$ cat config.mk
export PLATFORM = sky130hd
export DESIGN_NAME = cpu_instruction_timing
export DESIGN_NICKNAME = d
export VERILOG_FILES = /design/src/rtl/cpu_timing_pkg.sv /design/src/rtl/cpu_instruction_timing.sv /design/src/rtl/cycle_lut.sv /design/src/rtl/debug_ctl.sv
export SDC_FILE = /design/constraint.sdc
export NUM_CORES = 1
export LEC_CHECK = 0
export BUFFER_PORTS_ARGS = -buffer_cell sky130_fd_sc_hd__buf_4
export CAP_MARGIN = 20
export CORE_ASPECT_RATIO = 0.6
export CORE_UTILIZATION = 46
export DETAILED_ROUTE_END_ITERATION = 16
export PLACE_DENSITY = 0.82
export SYNTH_ARGS = -nofsm -noshare
export SYNTH_HDL_FRONTEND = slang
export SYNTH_SLANG_ARGS = --single-unit
export TNS_END_PERCENT = 20
$ cat constraint.sdc
create_clock -name i_sys_clk -period 4.35 [get_ports i_sys_clk]
set_input_delay 0.87 -clock i_sys_clk [delete_from_list [all_inputs] [get_ports i_sys_clk]]
set_output_delay 0.87 -clock i_sys_clk [all_outputs]
set_load 0.02 [all_outputs]
$ cat src/rtl/cpu_timing_pkg.sv
// Shared constants and types for the instruction timing sequencer
package cpu_timing_pkg;

	// ==========================================
	// Reset values and limits
	localparam logic [15:0] PC_RESET = 16'h0000;
	localparam logic [15:0] EXPANDED_DATA_RAM_ONCHIP_BYTES = 16'h1000;
	localparam logic [2:0] CYC_RESET = 3'h0;
	localparam logic [3:0] CYCLES_ONE = 4'h1;
	localparam logic [15:0] PC_STEP = 16'h0001;
	localparam int unsigned XDM_WR_BIT = 4;
	localparam int unsigned MAX_CLOCK_MHZ = 25;

	// ==========================================
	// Opcodes watched by the checks
	localparam logic [7:0] OP_ADD_IND0 = 8'h26;
	localparam logic [7:0] OP_ADD_IND1 = 8'h27;
	localparam logic [7:0] OP_ADDC_IMM = 8'h34;
	localparam logic [7:0] OP_SUBB_IND0 = 8'h96;
	localparam logic [7:0] OP_SUBB_IND1 = 8'h97;
	localparam logic [7:0] OP_ANL_DIR_A = 8'h52;
	localparam logic [7:0] OP_ANL_DIR_IMM = 8'h53;
	localparam logic [7:0] OP_XRL_BANK_LO = 8'h68;
	localparam logic [7:0] OP_XRL_BANK_HI = 8'h6f;

	// ==========================================
	// Types
	typedef struct packed {
		logic [1:0] len;
		logic [3:0] cycles;
		logic cond;
		logic xdm;
		logic code_rd;
	} instr_timing_t;

	localparam instr_timing_t TIMING_RESET = '0;

	typedef enum logic [1:0] {
		XDM_ONCHIP = 2'b00,
		XDM_OFFCHIP = 2'b01,
		XDM_FLASH = 2'b10
	} xdm_target_t;

	typedef struct packed {
		logic strobe;
		logic write;
		xdm_target_t target;
	} xdm_req_t;

	localparam xdm_req_t XDM_RESET = '0;

	typedef struct packed {
		logic halt;
		logic run;
		logic step;
	} dbg_pins_t;

	typedef enum logic {
		ST_RUN = 1'b0,
		ST_HALT = 1'b1
	} run_state_t;

endpackage

$ cat src/rtl/cpu_instruction_timing.sv
// Clock-exact instruction sequencer of the pipelined 8-bit core
//
// Operation
// [RULE1] Decode every classic opcode identically
// [RULE2] Sequence purely in single system clocks
// [RULE3] Most instructions: clocks equal program bytes
// [RULE4] Untaken conditional branch finishes one clock sooner
// [RULE5] No instruction exceeds eight clocks
// [RULE6] 109 instructions; 26 one-clock, 50 two-clock
// [RULE7] Runs zero to 25 MHz, one per clock
// [RULE8] Add indirect RAM: one byte, two clocks
// [RULE9] Add immediate with carry: two bytes, two clocks
// [RULE10] Subtract indirect with borrow: one byte, two clocks
// [RULE11] AND immediate into direct: three bytes, three clocks
// [RULE12] AND accumulator into direct: two bytes, two clocks
// [RULE13] XOR bank register into accumulator: one clock
// [RULE14] External move reaches on-chip, off-chip, flash
// [RULE15] Software reads and modifies flash bytewise
// [RULE16] Debug breakpoints, watchpoints, start, stop, step
// [RULE17] Count from opcode fetch to next fetch
`timescale 1ns/1ns
module cpu_instruction_timing (
	input wire logic i_sys_clk,
	input wire logic i_rstn,
	input wire logic [7:0] i_code_data,
	input wire logic i_branch_taken,
	input wire logic [15:0] i_branch_target,
	input wire logic i_xdm_flash_sel,
	input wire logic i_xdm_offchip_sel,
	input wire logic [15:0] i_xdm_addr,
	input wire cpu_timing_pkg::dbg_pins_t i_dbg_pins,
	input wire logic i_bkpt_en,
	input wire logic [15:0] i_bkpt_addr,
	input wire logic i_watch_en,
	input wire logic [15:0] i_watch_addr,
	input wire logic i_data_valid,
	input wire logic [15:0] i_data_addr,
	output logic [15:0] o_code_addr,
	output logic o_opcode_fetch,
	output logic [7:0] o_opcode,
	output logic [2:0] o_cycle_idx,
	output logic o_instr_done,
	output cpu_timing_pkg::instr_timing_t o_timing,
	output cpu_timing_pkg::xdm_req_t o_xdm,
	output logic o_code_byte_rd,
	output logic o_halted
);

	cpu_timing_pkg::run_state_t st_r;
	cpu_timing_pkg::run_state_t st_nxt;
	cpu_timing_pkg::instr_timing_t tim_r;
	cpu_timing_pkg::instr_timing_t lut_w;
	cpu_timing_pkg::instr_timing_t cur_w;
	cpu_timing_pkg::xdm_req_t xdm_r;
	cpu_timing_pkg::xdm_req_t xdm_nxt;
	cpu_timing_pkg::xdm_target_t xdm_tgt_w;
	logic [15:0] pc_r;
	logic [15:0] pc_nxt;
	logic [2:0] cyc_r;
	logic [2:0] cyc_nxt;
	logic [7:0] op_r;
	logic [7:0] op_nxt;
	logic fetch_r;
	logic fetch_nxt;
	logic ext_r;
	logic done_r;
	logic code_rd_r;
	logic halted_r;
	logic running_w;
	logic base_last_w;
	logic taken_w;
	logic extend_w;
	logic end_w;
	logic byte_w;
	logic boundary_w;
	logic stop_w;
	logic resume_w;

	// ==========================================
	// Opcode decode and debug control
	// Full opcode map, lengths and clocks per opcode [RULE1] [RULE6]
	cycle_lut u_cycle_lut (
		.i_opcode(i_code_data),
		.o_timing(lut_w)
	);

	debug_ctl u_debug_ctl (
		.i_sys_clk(i_sys_clk),
		.i_rstn(i_rstn),
		.i_pins(i_dbg_pins),
		.i_halted(halted_r),
		.i_boundary(boundary_w),
		.i_next_pc(pc_nxt),
		.i_bkpt_en(i_bkpt_en),
		.i_bkpt_addr(i_bkpt_addr),
		.i_watch_en(i_watch_en),
		.i_watch_addr(i_watch_addr),
		.i_data_valid(i_data_valid),
		.i_data_addr(i_data_addr),
		.o_stop(stop_w),
		.o_resume(resume_w)
	);

	// ==========================================
	// Cycle sequencing
	// Timing comes from the lookup in the fetch clock, latched after
	assign cur_w = fetch_r ? lut_w : tim_r;
	assign running_w = (st_r == cpu_timing_pkg::ST_RUN);
	// Plain clock counting, no machine-cycle grouping [RULE2] [RULE17]
	assign base_last_w = running_w && ({1'b0, cyc_r} == (cur_w.cycles - cpu_timing_pkg::CYCLES_ONE));
	assign taken_w = base_last_w && i_branch_taken;
	// Taken conditional branch adds one clock [RULE4]
	assign extend_w = taken_w && cur_w.cond;
	assign end_w = (base_last_w && !extend_w) || ext_r;
	assign boundary_w = running_w && end_w;
	// One program byte fetched per clock while bytes remain [RULE3]
	assign byte_w = running_w && ({1'b0, cyc_r} < {2'b00, cur_w.len});
	assign pc_nxt = taken_w ? i_branch_target : (byte_w ? pc_r + cpu_timing_pkg::PC_STEP : pc_r);
	// Next opcode fetch follows the last clock directly [RULE7]
	assign cyc_nxt = (end_w || !running_w) ? cpu_timing_pkg::CYC_RESET : cyc_r + 3'd1;
	assign st_nxt = (running_w && end_w && stop_w) ? cpu_timing_pkg::ST_HALT :
		(!running_w && resume_w) ? cpu_timing_pkg::ST_RUN : st_r;
	assign fetch_nxt = (st_nxt == cpu_timing_pkg::ST_RUN) && (cyc_nxt == cpu_timing_pkg::CYC_RESET);
	assign op_nxt = fetch_r ? i_code_data : op_r;

	// ==========================================
	// External data move and code byte read
	// Target chosen by configuration and address [RULE14]
	assign xdm_tgt_w = i_xdm_flash_sel ? cpu_timing_pkg::XDM_FLASH :
		(i_xdm_offchip_sel && (i_xdm_addr >= cpu_timing_pkg::EXPANDED_DATA_RAM_ONCHIP_BYTES)) ?
		cpu_timing_pkg::XDM_OFFCHIP : cpu_timing_pkg::XDM_ONCHIP;
	// Flash byte read or write through the external move [RULE15]
	assign xdm_nxt.strobe = fetch_r && lut_w.xdm;
	assign xdm_nxt.write = (fetch_r && lut_w.xdm) ? i_code_data[cpu_timing_pkg::XDM_WR_BIT] : xdm_r.write;
	assign xdm_nxt.target = (fetch_r && lut_w.xdm) ? xdm_tgt_w : xdm_r.target;

	// ==========================================
	// Registers
	always_ff @(posedge i_sys_clk or negedge i_rstn)
	begin
		if (!i_rstn)
		begin
			st_r <= cpu_timing_pkg::ST_RUN;
			pc_r <= cpu_timing_pkg::PC_RESET;
			cyc_r <= cpu_timing_pkg::CYC_RESET;
			fetch_r <= 1'b1;
			ext_r <= 1'b0;
			tim_r <= cpu_timing_pkg::TIMING_RESET;
			op_r <= 8'h00;
			done_r <= 1'b0;
			halted_r <= 1'b0;
			xdm_r <= cpu_timing_pkg::XDM_RESET;
			code_rd_r <= 1'b0;
		end
		else
		begin
			st_r <= st_nxt;
			pc_r <= pc_nxt;
			cyc_r <= cyc_nxt;
			fetch_r <= fetch_nxt;
			ext_r <= extend_w;
			tim_r <= cur_w;
			op_r <= op_nxt;
			done_r <= boundary_w;
			halted_r <= (st_nxt == cpu_timing_pkg::ST_HALT);
			xdm_r <= xdm_nxt;
			code_rd_r <= fetch_r && lut_w.code_rd; // [RULE15]
		end
	end

	assign o_code_addr = pc_r;
	assign o_opcode_fetch = fetch_r;
	assign o_opcode = op_r;
	assign o_cycle_idx = cyc_r;
	assign o_instr_done = done_r;
	assign o_timing = tim_r;
	assign o_xdm = xdm_r;
	assign o_code_byte_rd = code_rd_r;
	assign o_halted = halted_r;
endmodule

$ cat src/rtl/cycle_lut.sv
// Opcode to length and clock count decoder
`timescale 1ns/1ns
module cycle_lut (
	input wire logic [7:0] i_opcode,
	output cpu_timing_pkg::instr_timing_t o_timing
);

	cpu_timing_pkg::instr_timing_t t;
	logic [1:0] len;
	logic [3:0] cyc;
	logic cond;

	// ==========================================
	// Length, base clocks, conditional flag
	always_comb
	begin
		len = 2'd1;
		cyc = 4'd1;
		cond = 1'b0;
		casez (i_opcode)
			8'h?1: begin len = 2'd2; cyc = 4'd3; end
			8'h02, 8'h12: begin len = 2'd3; cyc = 4'd4; end
			8'h22, 8'h32: begin len = 2'd1; cyc = 4'd5; end
			8'h10, 8'h20, 8'h30: begin len = 2'd3; cyc = 4'd3; cond = 1'b1; end
			8'h40, 8'h50, 8'h60, 8'h70: begin len = 2'd2; cyc = 4'd2; cond = 1'b1; end
			8'h80: begin len = 2'd2; cyc = 4'd3; end
			8'h90, 8'h43, 8'h53, 8'h63, 8'h75, 8'h85: begin len = 2'd3; cyc = 4'd3; end
			8'ha0, 8'hb0, 8'hc0, 8'hd0: begin len = 2'd2; cyc = 4'd2; end
			8'he0, 8'hf0, 8'he2, 8'hf2, 8'he3, 8'hf3: begin len = 2'd1; cyc = 4'd3; end
			8'h83, 8'h93, 8'h73: begin len = 2'd1; cyc = 4'd3; end
			8'h42, 8'h52, 8'h62, 8'h72, 8'h82: begin len = 2'd2; cyc = 4'd2; end
			8'h92, 8'ha2, 8'hb2, 8'hc2, 8'hd2: begin len = 2'd2; cyc = 4'd2; end
			8'h24, 8'h34, 8'h44, 8'h54, 8'h64, 8'h74, 8'h94: begin len = 2'd2; cyc = 4'd2; end
			8'hb4, 8'hb5, 8'hd5, 8'b10111???: begin len = 2'd3; cyc = 4'd3; cond = 1'b1; end
			8'hb6, 8'hb7: begin len = 2'd3; cyc = 4'd4; cond = 1'b1; end
			8'b11011???: begin len = 2'd2; cyc = 4'd2; cond = 1'b1; end
			8'h84: begin len = 2'd1; cyc = 4'd8; end
			8'ha4: begin len = 2'd1; cyc = 4'd4; end
			8'h76, 8'h77, 8'h86, 8'h87, 8'ha6, 8'ha7: begin len = 2'd2; cyc = 4'd2; end
			8'h?6, 8'h?7: begin len = 2'd1; cyc = 4'd2; end
			8'b01111???, 8'b10001???, 8'b10101???: begin len = 2'd2; cyc = 4'd2; end
			8'ha5: begin len = 2'd1; cyc = 4'd1; end
			8'h?5: begin len = 2'd2; cyc = 4'd2; end
			default: begin len = 2'd1; cyc = 4'd1; end
		endcase
		t.len = len;
		t.cycles = cyc;
		t.cond = cond;
		t.xdm = (i_opcode[7:5] == 3'b111) && (i_opcode[3:2] == 2'b00) && (i_opcode[1:0] != 2'b01);
		t.code_rd = (i_opcode == 8'h83) || (i_opcode == 8'h93);
	end

	assign o_timing = t;

endmodule

$ cat src/rtl/debug_ctl.sv
// Debug halt, run, step, breakpoint and watchpoint control
`timescale 1ns/1ns
module debug_ctl (
	input wire logic i_sys_clk,
	input wire logic i_rstn,
	input wire cpu_timing_pkg::dbg_pins_t i_pins,
	input wire logic i_halted,
	input wire logic i_boundary,
	input wire logic [15:0] i_next_pc,
	input wire logic i_bkpt_en,
	input wire logic [15:0] i_bkpt_addr,
	input wire logic i_watch_en,
	input wire logic [15:0] i_watch_addr,
	input wire logic i_data_valid,
	input wire logic [15:0] i_data_addr,
	output logic o_stop,
	output logic o_resume
);

	cpu_timing_pkg::dbg_pins_t meta_r;
	cpu_timing_pkg::dbg_pins_t sync_r;
	cpu_timing_pkg::dbg_pins_t prev_r;
	logic step_armed_r;
	logic step_armed_nxt;
	logic watch_r;
	logic watch_nxt;

	// ==========================================
	// Decode
	wire run_edge = sync_r.run & ~prev_r.run;
	wire step_edge = sync_r.step & ~prev_r.step;
	wire bkpt_hit = i_bkpt_en && (i_next_pc == i_bkpt_addr);
	wire watch_set = i_watch_en && i_data_valid && (i_data_addr == i_watch_addr);
	wire watch_any = watch_r | watch_set;

	// Stop only at an instruction boundary, no memory or timer used [RULE16]
	assign o_stop = i_boundary && (sync_r.halt || step_armed_r || bkpt_hit || watch_any);
	assign o_resume = i_halted && (run_edge || step_edge);
	assign step_armed_nxt = (o_resume && step_edge) ? 1'b1 :
		(o_resume || i_boundary) ? 1'b0 : step_armed_r;
	assign watch_nxt = i_boundary ? 1'b0 : watch_any;

	// ==========================================
	// Registers
	always_ff @(posedge i_sys_clk or negedge i_rstn)
	begin
		if (!i_rstn)
		begin
			meta_r <= '0;
			sync_r <= '0;
			prev_r <= '0;
			step_armed_r <= 1'b0;
			watch_r <= 1'b0;
		end
		else
		begin
			meta_r <= i_pins;
			sync_r <= meta_r;
			prev_r <= sync_r;
			step_armed_r <= step_armed_nxt;
			watch_r <= watch_nxt;
		end
	end

endmodule

==> results.ini <==
[floorplanning]
core-area_sq_um=8556
fp.dieH_microns=75.07
rows=26
fp.dieW_microns=123.8
dieArea_sq_um=9291
ioPinCount=143
start_util_pct=47.84

[timing]
min_period_ns=5.118
max-slew-margin-rel_pct=49.73
finalMaxSlewViolations=0
fmax_mhz=195.4
rsz0062_at_grt=true
setup_ws_ns=-0.7678
finalSetupViolCount=12
fin_crit_sh_pct=117.7
skew_ns=0.006850
setup_tns_ns=-2.197
tightest_slew_ns=0.7483
hold_viol=0

[setup_path]
cp-startpoint=i_code_data[4]
crit_path_end_kind=flip-flop
r2r-start=o_opcode_fetch$_DFF_PN1_
cp_max_fo=6
critPathSlowestCell=or4_4
required_ns=4.58
r2r-end=st_r$_DFF_PN0_
critPathCapture=st_r$_DFF_PN0_
rr_worst_depth=17
cp.arrival_ns=5.35
crit_type=in -> reg
crit_cells=18
worstSetupStartpointType=input port
r2r_slack_ns=-0.02
path_cells=buf_8 > and3_4 > o2111a_1 > a221o_1 > or4_4 > o22ai_4 > ha_4 > xor2_1 > nand2b_1 > nor2b_1 > mux2i_1 > or4b_4 > o211a_4 > or3_4 > a21o_1 > a2111oi_4 > nor4b_4 > a31o_1
cp_top_family=simple AND/OR/NAND/NOR gates
worst-path-buf-inv=1
cp_slowest_stage_delay_ns=0.56

[cts]
cts.sinks=55
worstSkewPairLatency_ns=0.30
cts-root-buf=clkbuf_16
cts_tree=done
ctsLongestPathBuffers=2
cts_buffers=5
h-tree-depth=2
clk_pin_slew_ns=0.08

[global_routing]
antenna_found_initial=0
grt_pass1_wl_microns=22440
grt_usage_pct=32.16
overflow=0
grt_max_degree=56
first_global_vias=4355

[logic_synthesis]
netlist_area_sq_um=4093
synth.distinct_cells=85
avgSynthCellArea_sq_um=8.878
synth-edff-count=0
synth_seq_area_share_pct=33.66
synth_cells=461
synthesis.nets=564
ys_ff_latch=55
synthArstFlopShare_pct=100.0
synth-main-ff-cell=dfrtp_1
synth_warnings=0

[route]
drtIter0Drc=479
drcViolationCount=0
avgRoutedWirePerCell_microns=19.68
viasPerCell=6.124
drt-total-wl_microns=15670
num_vias=4875
dr.pass1.iters=5
drtAntennaViolNets=0

[layout]
nNetsFinal=786
drive_gt1_share_pct=46.64
fill_cells=601
area_growth_pct=58.79
antenna_cells=0

[place]
place.gp.congestion=0.9641
portBuffers=130
place.detailed.hpwl_microns=11670
dp_slack_ns=-1.249

[status]
violations=setup timing
outcome=complete, but fails checks

[power]
leakagePower_nw=2.976
peakVddDrop_mv=0.3721
p_per_area_nw_per_um2=608.0

[job]
maxCapViolCount=0

[worst_hold_path]
hp-class=reg -> reg

Yosys cell counts, types with 6 or more instances:
cell type | n | share of area, %
o21ai_0 | 18 | 2.2
buf_2 | 10 | 1.2
a21oi_1 | 12 | 1.5
a21o_1 | 7 | 1.3
mux2_2 | 10 | 2.8
a211oi_1 | 14 | 2.6
a31oi_1 | 6 | 0.92
or2_2 | 9 | 1.4
nor2_1 | 26 | 2.4
xor2_1 | 7 | 1.5
inv_1 | 25 | 2.3
xnor2_1 | 23 | 4.9
nand2_1 | 32 | 2.9
nand3_1 | 21 | 2.6
nand4_1 | 6 | 0.92
nor4_1 | 10 | 1.5
dfrtp_1 | 54 | 33
clkbuf_1 | 8 | 0.73
and3_1 | 8 | 1.2
nor2b_1 | 6 | 0.92
or3_1 | 9 | 1.4
o31a_1 | 10 | 2.1
nor3_1 | 20 | 2.4
where the power goes:
group	internal (mW)	switching (mW)	total, mW
sequential	0.703	0.214	0.917
clock	0.235	0.203	0.438
combinational	1.23	1.36	2.60
total	2.17	1.78	3.95
cell usage in the layout (no fill, tap or decap), drive strengths merged, types with 11 or more instances in the layout:
cell    netlist  layout
a211oi       15      15
a21oi        12      12
buf          18     239
dfrtp        54      54
inv          25      26
nand2        32      32
nand3        22      22
nor2         29      29
nor3         20      20
o21ai        21      21
or2          11      11
xnor2        23      23
flip-flops by register name (all words and copies together), names as in the netlist:
name and cells:
u_debug_ctl.step_armed_r 1, o_cycle_idx 3, u_debug_ctl.meta_r 3, ext_r 1
u_debug_ctl.prev_r 2, o_timing 9, st_r 1, o_opcode 8
u_debug_ctl.watch_r 1, o_code_byte_rd 1, o_code_addr 16, u_debug_ctl.sync_r 3
o_instr_done 1, o_xdm 4, o_opcode_fetch 1
layout make-up:
cell class / count / area (sq um) / area share [%]
sequential: 55 / 1378 / 21.20
timing repair buffer: 241 / 1981 / 30.48
clock inverter: 2 / 20.02 / 0.3080
clock buffer: 6 / 138.9 / 2.137
inverter: 25 / 96.34 / 1.482
tap: 112 / 140.1 / 2.156
multi-input combinational: 355 / 2745 / 42.24
timing repair:
| action | 4_1_cts | 5_1_grt |
|---|---|---|
| hold buffers | 0 | 0 |
| pin swaps | 6 | 13 |
| endpoints found under the setup margin | 23 | 25 |
| gates cloned | 0 | 2 |
| resized for setup | 23 | 61 |
| setup buffers | 4 | 10 |
per-layer routing:
metal,vias up,global-route usage [%],wire length [microns]
met5,-,0,0
met4,0,7.764,232
met3,29,6.970,1832
met2,335,46.98,6733
met1,2323,47.98,6868
li1,2188,-,-
per-stage QoR:
step	instance area, sq um	hold slack (ns)	util, %	std cells	total power, mW
finish	6499	0.3544	75.96	796	3.951
global route	6499	0.3581	75.96	796	4.144
CTS	6142	0.3553	71.79	785	3.678
detailed placement	5821	0.3370	68.03	773	3.137
global placement	5821	0.3342	68.03	773	3.050
floorplan	4109	0.3312	-	461	2.064
logic make-up (layout without fill, tap and decap cells):
logic type               after synthesis  in the layout  synth area share [%]
AO/OA/AOI/OAI                        120            120                 22.81
XOR/XNOR                              30             30                 6.420
adder cells (fa/ha/maj)                4              4                 1.223
buffers and inverters                 51            274                 5.625
flip-flops                            55             55                 33.66
multiplexers                          12             12                 3.241
AND/OR/NAND/NOR                      189            189                 27.03
worst min path at each step:
stage                                               start                               to  slack, ns  depth (start not counted)
after floorplan           u_debug_ctl.meta_r[0]$_DFF_PN0_  u_debug_ctl.sync_r[0]$_DFF_PN0_       0.33                          0
after global placement    u_debug_ctl.meta_r[0]$_DFF_PN0_  u_debug_ctl.sync_r[0]$_DFF_PN0_       0.33                          0
after detailed placement  u_debug_ctl.meta_r[2]$_DFF_PN0_  u_debug_ctl.sync_r[2]$_DFF_PN0_       0.34                          0
after CTS                 u_debug_ctl.meta_r[2]$_DFF_PN0_  u_debug_ctl.sync_r[2]$_DFF_PN0_       0.36                          0
after global routing      u_debug_ctl.meta_r[2]$_DFF_PN0_  u_debug_ctl.sync_r[2]$_DFF_PN0_       0.36                          0
final                     u_debug_ctl.meta_r[2]$_DFF_PN0_  u_debug_ctl.sync_r[2]$_DFF_PN0_       0.35                          0
Note: power is estimated with default switching activity, not from simulation.
